## src/fff_pkg.sv

```systemverilog
/*
 * Constants, types and field layout for the 16 x 5 first-in first-out buffer.
 * Assumes one 100 MHz clock and strobe pins that arrive synchronous to it.
 */
// Function
// - The buffer holds 16 five-bit words and gives them to the reader in the order written.
// - A word is taken from the write inputs on the rising edge of either load strobe.
// - The reader keeps the unload strobe high when idle, and its rising edge advances to the next word.
// - The write-space flag is high while the last position can take a word and low when full.
// - A one-cycle low vacancy pulse is given whenever the last position becomes vacant.
// - Read-valid is high only while the output position holds a word and the unload strobe is high.
// - Read-valid is forced low for as long as the unload strobe is low.
// - The read outputs always show the first position, the oldest stored word.
// - The read outputs carry the written bits without inversion.
// - While the shared output enable is low all five read outputs are driven.
// - While the output enable is high the read outputs float and everything else keeps working.
// - The falling edge of the low flush pulse resets control, invalidates all words and drops read-valid.
// - A flush leaves the read output levels as they were; only read-valid says they are stale.
// - Write and unload strobes are independent and work at any rate from static up to 10 MHz.
package fff_pkg;

   localparam int unsigned FFF_DEPTH    = 16;
   localparam int unsigned FFF_WIDTH    = 5;
   localparam int unsigned FFF_PTR_W    = 4;
   localparam int unsigned FFF_CNT_W    = 5;
   localparam int unsigned FFF_N_STROBE = 4;

   // bit positions of the strobe group inside the edge detector vector
   localparam int unsigned FFF_IDX_LOAD_A = 0;
   localparam int unsigned FFF_IDX_LOAD_B = 1;
   localparam int unsigned FFF_IDX_UNLOAD = 2;
   localparam int unsigned FFF_IDX_FLUSH  = 3;

   // every strobe resets as if high: the writer holds one load strobe high, so a low
   // reset value there would raise a false write at the first edge after reset
   localparam logic [FFF_N_STROBE-1:0] FFF_STROBE_IDLE = 4'hF;

   localparam logic [FFF_CNT_W-1:0] FFF_CNT_FULL  = 5'h10;
   localparam logic [FFF_CNT_W-1:0] FFF_CNT_EMPTY = 5'h00;
   localparam logic [FFF_CNT_W-1:0] FFF_CNT_ONE   = 5'h01;
   localparam logic [FFF_PTR_W-1:0] FFF_PTR_RST   = 4'h0;
   localparam logic [FFF_PTR_W-1:0] FFF_PTR_ONE   = 4'h1;
   localparam logic [FFF_WIDTH-1:0] FFF_WORD_RST  = 5'h00;

   // strobe rate versus sampling clock: edges spaced at least this many cycles
   localparam int unsigned FFF_CLK_MHZ         = 100;
   localparam int unsigned FFF_STROBE_MAX_MHZ  = 10;
   localparam int unsigned FFF_STROBE_MIN_CYC  = FFF_CLK_MHZ / FFF_STROBE_MAX_MHZ;

   typedef logic [FFF_WIDTH-1:0] fff_word_t;

   typedef struct packed {
      logic flush_n;
      logic unload;
      logic load_b;
      logic load_a;
   } fff_strobe_t;

   typedef struct packed {
      logic write_space;
      logic held_valid;
      logic vacancy_n;
   } fff_status_t;

   typedef enum logic [1:0] {
      FFF_ST_EMPTY,
      FFF_ST_PARTIAL,
      FFF_ST_FULL,
      FFF_ST_CLEAR
   } fff_state_t;

endpackage

```

## src/fff_fifo.sv

```systemverilog
/*
 * Top of the 16 x 5 first-in first-out buffer: strobe decoding, pointers,
 * occupancy, status flags and the output data register with its enable.
 * Assumes every pin is synchronous to clock and that strobe edges come no
 * faster than the sampled rate allows; the read bus three-state is resolved
 * outside from read_word_oe_n.
 */
`timescale 1ns/1ps
`default_nettype none
module fff_fifo (
   input  wire  logic               clock,               // system clock, 100 MHz
   input  wire  logic               rst,                 // synchronous reset, high
   input  wire  logic               load_strobe_a,       // load strobe a, rising edge writes
   input  wire  logic               load_strobe_b,       // load strobe b, rising edge writes
   input  wire  fff_pkg::fff_word_t write_word_in,       // word to write
   input  wire  logic               unload_strobe_in,    // unload strobe, idles high
   input  wire  logic               flush_n,             // flush, falling edge clears
   input  wire  logic               output_enable_n,     // read bus enable, low drives
   output fff_pkg::fff_word_t       read_word_out,       // oldest stored word
   output logic                     read_word_oe_n,      // low while read bus driven
   output logic                     write_space_flag,    // room for a word
   output logic                     read_valid_flag,     // output word valid
   output logic                     vacancy_pulse_out_n  // one-cycle low on last slot freed
);
   fff_pkg::fff_strobe_t pins;
   fff_pkg::fff_strobe_t rise;
   fff_pkg::fff_strobe_t fall;

   logic [fff_pkg::FFF_PTR_W-1:0] wr_ptr_q;
   logic [fff_pkg::FFF_PTR_W-1:0] wr_ptr_d;
   logic [fff_pkg::FFF_PTR_W-1:0] rd_ptr_q;
   logic [fff_pkg::FFF_PTR_W-1:0] rd_ptr_d;
   logic [fff_pkg::FFF_CNT_W-1:0] count_q;
   logic [fff_pkg::FFF_CNT_W-1:0] count_d;
   fff_pkg::fff_state_t           state_q;
   fff_pkg::fff_state_t           state_d;
   fff_pkg::fff_status_t          status_q;
   fff_pkg::fff_status_t          status_d;
   fff_pkg::fff_word_t            word_q;
   fff_pkg::fff_word_t            word_d;
   fff_pkg::fff_word_t            head_word;

   logic write_req;
   logic unload_req;
   logic flush_start;
   logic clearing;
   logic do_write;
   logic do_read;
   logic full_now;
   logic empty_now;
   logic head_from_input;

   assign pins.load_a  = load_strobe_a;
   assign pins.load_b  = load_strobe_b;
   assign pins.unload  = unload_strobe_in;
   assign pins.flush_n = flush_n;

   // each strobe is sampled on its own, so writer and reader need no relation
   fff_edge u_edge (
      .clock (clock),
      .rst   (rst),
      .level (pins),
      .rise  (rise),
      .fall  (fall)
   );

   fff_store u_store (
      .clock   (clock),
      .wr_en   (do_write),
      .wr_idx  (wr_ptr_q),
      .wr_word (write_word_in),
      .rd_idx  (rd_ptr_d),
      .rd_word (head_word)
   );

   // request decoding
   always_comb begin
      // the held partner strobe cannot rise, so it inhibits by construction
      write_req   = rise.load_a | rise.load_b;
      unload_req  = rise.unload;
      flush_start = fall.flush_n;
      // control stays cleared while the flush pin is held low
      clearing    = flush_start | (state_q == fff_pkg::FFF_ST_CLEAR);
      full_now    = (count_q == fff_pkg::FFF_CNT_FULL);
      empty_now   = (count_q == fff_pkg::FFF_CNT_EMPTY);
      do_write    = write_req & ~full_now & ~clearing;
      do_read     = unload_req & ~empty_now & ~clearing;
   end

   // pointers and occupancy
   always_comb begin
      wr_ptr_d = wr_ptr_q;
      rd_ptr_d = rd_ptr_q;
      count_d  = count_q;
      if (clearing) begin
         wr_ptr_d = fff_pkg::FFF_PTR_RST;
         rd_ptr_d = fff_pkg::FFF_PTR_RST;
         count_d  = fff_pkg::FFF_CNT_EMPTY;
      end else begin
         if (do_write) begin
            // pointer wraps at 16 by its own width
            wr_ptr_d = wr_ptr_q + fff_pkg::FFF_PTR_ONE;
         end
         if (do_read) begin
            rd_ptr_d = rd_ptr_q + fff_pkg::FFF_PTR_ONE;
         end
         case ({do_write, do_read})
            2'h2: begin
               count_d = count_q + fff_pkg::FFF_CNT_ONE;
            end
            2'h1: begin
               count_d = count_q - fff_pkg::FFF_CNT_ONE;
            end
            default: begin
               count_d = count_q;
            end
         endcase
      end
   end

   always_ff @(posedge clock) begin
      if (rst) begin
         wr_ptr_q <= fff_pkg::FFF_PTR_RST;
         rd_ptr_q <= fff_pkg::FFF_PTR_RST;
         count_q  <= fff_pkg::FFF_CNT_EMPTY;
      end else begin
         wr_ptr_q <= wr_ptr_d;
         rd_ptr_q <= rd_ptr_d;
         count_q  <= count_d;
      end
   end

   // occupancy state
   always_comb begin
      case (state_q)
         fff_pkg::FFF_ST_CLEAR: begin
            // release of the flush pin returns to empty
            if (flush_n) begin
               state_d = fff_pkg::FFF_ST_EMPTY;
            end else begin
               state_d = fff_pkg::FFF_ST_CLEAR;
            end
         end
         fff_pkg::FFF_ST_EMPTY,
         fff_pkg::FFF_ST_PARTIAL,
         fff_pkg::FFF_ST_FULL: begin
            if (flush_start) begin
               state_d = fff_pkg::FFF_ST_CLEAR;
            end else if (count_d == fff_pkg::FFF_CNT_EMPTY) begin
               state_d = fff_pkg::FFF_ST_EMPTY;
            end else if (count_d == fff_pkg::FFF_CNT_FULL) begin
               state_d = fff_pkg::FFF_ST_FULL;
            end else begin
               state_d = fff_pkg::FFF_ST_PARTIAL;
            end
         end
         default: begin
            state_d = fff_pkg::FFF_ST_EMPTY;
         end
      endcase
   end

   always_ff @(posedge clock) begin
      if (rst) begin
         state_q <= fff_pkg::FFF_ST_EMPTY;
      end else begin
         state_q <= state_d;
      end
   end

   // status flags
   always_comb begin
      status_d.write_space = (count_d != fff_pkg::FFF_CNT_FULL);
      status_d.held_valid  = (count_d != fff_pkg::FFF_CNT_EMPTY) & ~clearing;
      // the pulse marks the cycle the last slot turns vacant, by unload or flush
      status_d.vacancy_n   = ~(full_now & (count_d != fff_pkg::FFF_CNT_FULL));
   end

   always_ff @(posedge clock) begin
      if (rst) begin
         status_q.write_space <= 1'b1;
         status_q.held_valid  <= 1'b0;
         status_q.vacancy_n   <= 1'b1;
      end else begin
         status_q <= status_d;
      end
   end

   // output data register
   always_comb begin
      // an empty buffer that is written in the same cycle shows the new word
      head_from_input = do_write & (count_q == fff_pkg::FFF_CNT_EMPTY);
      word_d = word_q;
      if (clearing) begin
         word_d = word_q;
      end else if (head_from_input) begin
         word_d = write_word_in;
      end else if (count_d != fff_pkg::FFF_CNT_EMPTY) begin
         // write and read of a single word together leave the new word at the head
         if (do_write && do_read && (count_q == fff_pkg::FFF_CNT_ONE)) begin
            word_d = write_word_in;
         end else begin
            word_d = head_word;
         end
      end
   end

   always_ff @(posedge clock) begin
      if (rst) begin
         word_q <= fff_pkg::FFF_WORD_RST;
      end else begin
         word_q <= word_d;
      end
   end

   assign read_word_out       = word_q;
   // enable passes straight through so floating never stalls writes or reads
   assign read_word_oe_n      = output_enable_n;
   assign write_space_flag    = status_q.write_space;
   // gated by the live unload level: a held-low strobe hides the word at once
   assign read_valid_flag     = status_q.held_valid & unload_strobe_in;
   assign vacancy_pulse_out_n = status_q.vacancy_n;
endmodule
`default_nettype wire

```

## src/fff_edge.sv

```systemverilog
/*
 * Rising and falling edge detection for the strobe pins.
 * Assumes the pins are already synchronous to clock.
 */
`timescale 1ns/1ps
`default_nettype none
module fff_edge (
   input  wire  logic                            clock, // system clock
   input  wire  logic                            rst,   // synchronous reset, high
   input  wire  logic [fff_pkg::FFF_N_STROBE-1:0] level, // present pin levels
   output logic       [fff_pkg::FFF_N_STROBE-1:0] rise,  // low-to-high this cycle
   output logic       [fff_pkg::FFF_N_STROBE-1:0] fall   // high-to-low this cycle
);
   logic [fff_pkg::FFF_N_STROBE-1:0] prev_q;
   logic [fff_pkg::FFF_N_STROBE-1:0] prev_d;

   always_comb begin
      prev_d = level;
   end

   // reset to idle levels so a pin resting at idle raises no edge
   always_ff @(posedge clock) begin
      if (rst) begin
         prev_q <= fff_pkg::FFF_STROBE_IDLE;
      end else begin
         prev_q <= prev_d;
      end
   end

   genvar g;
   generate
      for (g = 0; g < fff_pkg::FFF_N_STROBE; g++) begin : g_bit
         assign rise[g] = level[g] & ~prev_q[g];
         assign fall[g] = ~level[g] & prev_q[g];
      end
   endgenerate
endmodule
`default_nettype wire

```

## src/fff_store.sv

```systemverilog
/*
 * Sixteen five-bit storage words in flip-flops, one write port, one read index.
 * Assumes the caller never writes while full.
 */
`timescale 1ns/1ps
`default_nettype none
module fff_store (
   input  wire  logic                          clock,    // system clock
   input  wire  logic                          wr_en,    // store word this cycle
   input  wire  logic [fff_pkg::FFF_PTR_W-1:0] wr_idx,   // entry to write
   input  wire  fff_pkg::fff_word_t            wr_word,  // word to store
   input  wire  logic [fff_pkg::FFF_PTR_W-1:0] rd_idx,   // entry to show
   output fff_pkg::fff_word_t                  rd_word   // word at rd_idx
);
   fff_pkg::fff_word_t mem_q [fff_pkg::FFF_DEPTH];

   // contents need no reset: validity lives in the controller's count
   genvar g;
   generate
      for (g = 0; g < fff_pkg::FFF_DEPTH; g++) begin : g_entry
         fff_pkg::fff_word_t entry_d;
         always_comb begin
            entry_d = mem_q[g];
            if (wr_en && (wr_idx == (fff_pkg::FFF_PTR_W)'(g))) begin
               entry_d = wr_word;
            end
         end
         always_ff @(posedge clock) begin
            mem_q[g] <= entry_d;
         end
      end
   endgenerate

   assign rd_word = mem_q[rd_idx];
endmodule
`default_nettype wire

```

## config.mk

```make
export PLATFORM = sky130hd
export DESIGN_NAME = fff_fifo
export DESIGN_NICKNAME = d
export VERILOG_FILES = /design/src/fff_pkg.sv /design/src/fff_fifo.sv /design/src/fff_edge.sv /design/src/fff_store.sv
export SDC_FILE = /design/constraint.sdc
export NUM_CORES = 1
export LEC_CHECK = 0
export BUFFER_PORTS_ARGS = -buffer_cell sky130_fd_sc_hd__buf_4
export CAP_MARGIN = 20
export CORE_MARGIN = 3
export CORE_UTILIZATION = 45
export DETAILED_ROUTE_END_ITERATION = 12
export PLACE_DENSITY_LB_ADDON = 0.15
export SYNTH_ARGS = -nofsm -noshare
export SYNTH_HDL_FRONTEND = slang
export SYNTH_SLANG_ARGS = --single-unit
```

## constraint.sdc

```tcl
create_clock -name clock -period 5.77 [get_ports clock]
set_clock_uncertainty 0.15 [all_clocks]
set_input_delay 1.4425 -clock clock [delete_from_list [all_inputs] [get_ports clock]]
set_output_delay 1.4425 -clock clock [all_outputs]
set_load 0.1 [all_outputs]
```

==> metrics.txt <==
# TYPE chip_impl_metric gauge
chip_impl_metric{name="chipHeight",unit="um"} 110
chip_impl_metric{name="worst-endpoint-arrival",unit="ns"} 4.49
chip_impl_metric{name="h-tree-depth",unit=""} 3
chip_impl_metric{name="post-dp-hpwl",unit="mm"} 6.86
chip_impl_metric{name="clk_pin_slew",unit="ns"} 0.10
chip_impl_metric{name="drc_errors",unit=""} 0
chip_impl_metric{name="post-route-period-util",unit="%"} 75.6
chip_impl_metric{name="final_net_count",unit=""} 416
chip_impl_metric{name="synth_area",unit="um2"} 4890
chip_impl_metric{name="globalplace.congestion",unit=""} 0.829
chip_impl_metric{name="vias_in_the_first_global_route",unit=""} 2902
chip_impl_metric{name="sequentialPowerShare",unit="%"} 61.1
chip_impl_metric{name="num_io_pins",unit=""} 21
chip_impl_metric{name="clock_insertion_delay_worst_skew",unit="ns"} 0.36
chip_impl_metric{name="slew_headroom",unit="%"} 39.3
chip_impl_metric{name="port-buffer-count",unit=""} 18
chip_impl_metric{name="max-clock-path-buffers",unit=""} 2
chip_impl_metric{name="ys.warnings.count",unit=""} 0
chip_impl_info{name="synth_largest_area_cell",value="sky130_fd_sc_hd__edfxtp_1"} 1
chip_impl_metric{name="fp.dieArea",unit="um2"} 12100
chip_impl_metric{name="vias",unit=""} 2924
chip_impl_metric{name="vias_per_cell",unit=""} 5.49
chip_impl_metric{name="synth.avg_cell_area",unit="um2"} 13.0
chip_impl_info{name="cts-root-buf",value="sky130_fd_sc_hd__clkbuf_8"} 1
chip_impl_metric{name="netlist.area_leader.share",unit="%"} 49.1
chip_impl_info{name="worstHoldPathType",value="reg -> reg"} 1
chip_impl_info{name="setup.worst_path.start_class",value="primary input"} 1
chip_impl_metric{name="power-per-cell-area",unit="nW/um2"} 258
chip_impl_metric{name="core_area",unit="um2"} 10500
chip_impl_metric{name="post-cts-setup-buffer-count",unit=""} 0
chip_impl_metric{name="post_synth_inst_count",unit=""} 376
chip_impl_metric{name="synth.ff_latch_count",unit=""} 107
chip_impl_metric{name="finalSetupTns",unit="ns"} 0
chip_impl_info{name="post_synth_main_area_contributors",value="sky130_fd_sc_hd__edfxtp_1 49%, sky130_fd_sc_hd__dfxtp_1 11%, sky130_fd_sc_hd__mux2i_1 6.1%, sky130_fd_sc_hd__nor2_1 3.1%, sky130_fd_sc_hd__ha_1 3.1%"} 1
chip_impl_metric{name="antenna_diode_instance_count",unit=""} 0
chip_impl_info{name="status",value="finished, final reports clean"} 1
chip_impl_metric{name="max_freq",unit="GHz"} 0.229
chip_impl_metric{name="die_w",unit="um"} 110
chip_impl_info{name="tritoncts",value="done"} 1
chip_impl_metric{name="grt_antenna_before_repair",unit=""} 0
chip_impl_metric{name="power.clock.fraction",unit="%"} 32.0
chip_impl_metric{name="drt_wl_total",unit="mm"} 9.72
chip_impl_metric{name="synthesized_net_count",unit=""} 400
chip_impl_metric{name="grt_overflow",unit=""} 0
chip_impl_metric{name="post-layout-total-power",unit="mW"} 1.37
chip_impl_metric{name="power.combinational.fraction",unit="%"} 6.9
chip_impl_metric{name="worst_pin_slew",unit="ns"} 0.903
chip_impl_info{name="synth.top_cells.by_count",value="80 x sky130_fd_sc_hd__edfxtp_1, 41 x sky130_fd_sc_hd__nor2_1, 30 x sky130_fd_sc_hd__mux2i_1"} 1
chip_impl_metric{name="clock_period_minus_worst_slack",unit="ns"} 4.36
chip_impl_metric{name="num_rows",unit=""} 37
chip_impl_metric{name="antenna_left",unit=""} 0
chip_impl_metric{name="drive_gt1_share",unit="%"} 16.4
chip_impl_info{name="synth_top_flop_cell",value="sky130_fd_sc_hd__edfxtp_1"} 1
chip_impl_metric{name="first_pass_grt_wire_length",unit="mm"} 15.7
chip_impl_metric{name="start_util",unit="%"} 46.7
chip_impl_metric{name="drt_iter0_drc",unit=""} 130
chip_impl_metric{name="ir_worst_vdd",unit="uV"} 127
chip_impl_metric{name="leakage",unit="nW"} 1.97
chip_impl_metric{name="power.internal",unit="mW"} 1.03
chip_impl_metric{name="grt_use_total",unit="%"} 17.4
chip_impl_metric{name="switchingPower",unit="uW"} 342
chip_impl_metric{name="number_of_hold_violations_in_the_final_report",unit=""} 0
chip_impl_metric{name="switching_share",unit="%"} 25.0
chip_impl_metric{name="grt_start_max_net_pins",unit=""} 20
chip_impl_metric{name="critical_path_required",unit="ns"} 5.90
chip_impl_metric{name="top_fanout_value_on_the_critical_path",unit=""} 14
chip_impl_metric{name="total_of_hold_buffers_inserted_after_clock_tree_synthesis",unit=""} 0
chip_impl_metric{name="fillers",unit=""} 924
chip_impl_metric{name="cts.repair.resized",unit=""} 0
chip_impl_metric{name="drt-wirelength-per-cell",unit="um"} 18.2
chip_impl_info{name="yosys.cell_count.top_type",value="sky130_fd_sc_hd__edfxtp_1"} 1
chip_impl_metric{name="synth_edf_count",unit=""} 80
chip_impl_metric{name="cap_viol_max_count",unit=""} 0
chip_impl_info{name="end_kind",value="register"} 1
chip_impl_info{name="grt_setup_unrepaired",value="no"} 1
chip_impl_metric{name="synthToLayoutAreaGrowth",unit="%"} 8.65
chip_impl_metric{name="worst_hold_margin",unit="ns"} 0.352
chip_impl_info{name="critPathKind",value="in -> reg"} 1
chip_impl_metric{name="cts.sinks",unit=""} 107
chip_impl_metric{name="maxSlewViolCount",unit=""} 0
chip_impl_metric{name="synth_cell_types",unit=""} 64
chip_impl_metric{name="synth_async_sr_flop_share",unit="%"} 0
chip_impl_metric{name="total_clock_buffers_created_by_cts",unit=""} 9
chip_impl_metric{name="share_of_the_yosys_chip_area_belonging_to_registers",unit="%"} 60.2
chip_impl_metric{name="final-setup-viol-count",unit=""} 0
chip_impl_metric{name="drt_first_pass_iters",unit=""} 4
## cells in the final DEF (no fill, tap or decap), types with 5 or more instances in the layout
cell type / count
sky130_fd_sc_hd__clkbuf_8: 9
sky130_fd_sc_hd__a31oi_1: 6
sky130_fd_sc_hd__o22ai_1: 5
sky130_fd_sc_hd__dfxtp_1: 27
sky130_fd_sc_hd__a21oi_1: 9
sky130_fd_sc_hd__mux2i_1: 30
sky130_fd_sc_hd__ha_1: 12
sky130_fd_sc_hd__nor2_1: 41
sky130_fd_sc_hd__inv_1: 18
sky130_fd_sc_hd__nand3_1: 10
sky130_fd_sc_hd__nand2b_1: 6
sky130_fd_sc_hd__nand2_1: 24
sky130_fd_sc_hd__mux4_2: 5
sky130_fd_sc_hd__nor3_1: 9
sky130_fd_sc_hd__buf_4: 23
sky130_fd_sc_hd__edfxtp_1: 80
## worst paths after layout
check | from | to | slack [ns] | depth (start not counted)
worst max register to register | count_q[0] | read_word_out[0] | 1.94 | 14
worst max-delay path | flush_n | read_word_out[0] | 1.41 | 15
worst min-delay path | read_word_out[0] | read_word_out[0] | 0.35 | 2
worst min register to register | read_word_out[0] | read_word_out[0] | 0.35 | 2
## power groups by stage
stage,Clock (mW),Sequential [mW],Combinational [mW]
global placement,0,0.854,0.0938
global route,0.481,0.838,0.102
CTS,0.447,0.837,0.0955
floorplan,0,0.876,0.0440
detailed placement,0,0.855,0.0952
finish,0.438,0.837,0.0947
## worst max-delay path, stage by stage
cell                       delay (ns)
sky130_fd_sc_hd__buf_4           0.09
sky130_fd_sc_hd__inv_1           0.05
sky130_fd_sc_hd__a22oi_2         0.11
sky130_fd_sc_hd__buf_4           0.21
sky130_fd_sc_hd__and3_1          0.42
sky130_fd_sc_hd__inv_1           0.09
sky130_fd_sc_hd__ha_1            0.49
sky130_fd_sc_hd__nor3b_1         0.09
sky130_fd_sc_hd__o21ai_0         0.17
sky130_fd_sc_hd__o311ai_0        0.17
sky130_fd_sc_hd__nor4_1          0.44
sky130_fd_sc_hd__a31oi_1         0.17
sky130_fd_sc_hd__buf_4           0.21
sky130_fd_sc_hd__and4_1          0.15
sky130_fd_sc_hd__nor4_1          0.20
## final cells by class
cell class / count / area (um2) / area share (%)
flip-flops and latches: 107 / 2940 / 55.4
well taps: 136 / 170 / 3.20
repair buffers: 23 / 173 / 3.25
clock inverters: 6 / 53.8 / 1.01
inverters: 19 / 71.3 / 1.34
multi-input cells: 232 / 1770 / 33.4
clock buffers: 10 / 128 / 2.40
## flip-flops by register name, summed over array words and instances (netlist names)
signal	flops
count_q	5
rd_ptr_q	4
read_word_out	5
state_q	2
status_q	1
u_edge.prev_q	4
u_store.mem_q	80
vacancy_pulse_out_n	1
wr_ptr_q	4
write_space_flag	1
## stage by stage
step	setup WS, ns	std cells	area (um2)	util, %
finish	1.41	533	5310	50.8
global route	1.09	533	5310	50.8
CTS	1.43	533	5310	50.8
detailed placement	1.07	517	5130	49.0
global placement	1.14	517	5130	49.0
floorplan	1.02	376	4890	-
## metal layers
| metal | GRT usage, % | routed length (um) |
|---|---|---|
| met5 | 0 | 0 |
| met4 | 5.28 | 122 |
| met3 | 2.74 | 463 |
| met2 | 28.3 | 4670 |
| met1 | 24.1 | 4460 |
## cells by family after synthesis
logic type | count (synthesis) | synth area share [%]
AND/OR/NAND/NOR | 120 | 12.2
flip-flops | 107 | 60.2
AO/OA/AOI/OAI | 52 | 8.42
multiplexers | 42 | 11.5
buffers and inverters | 37 | 3.53
adder cells (fa/ha/maj) | 12 | 3.07
XOR/XNOR | 6 | 1.07
(Power assumes the default switching activity.)
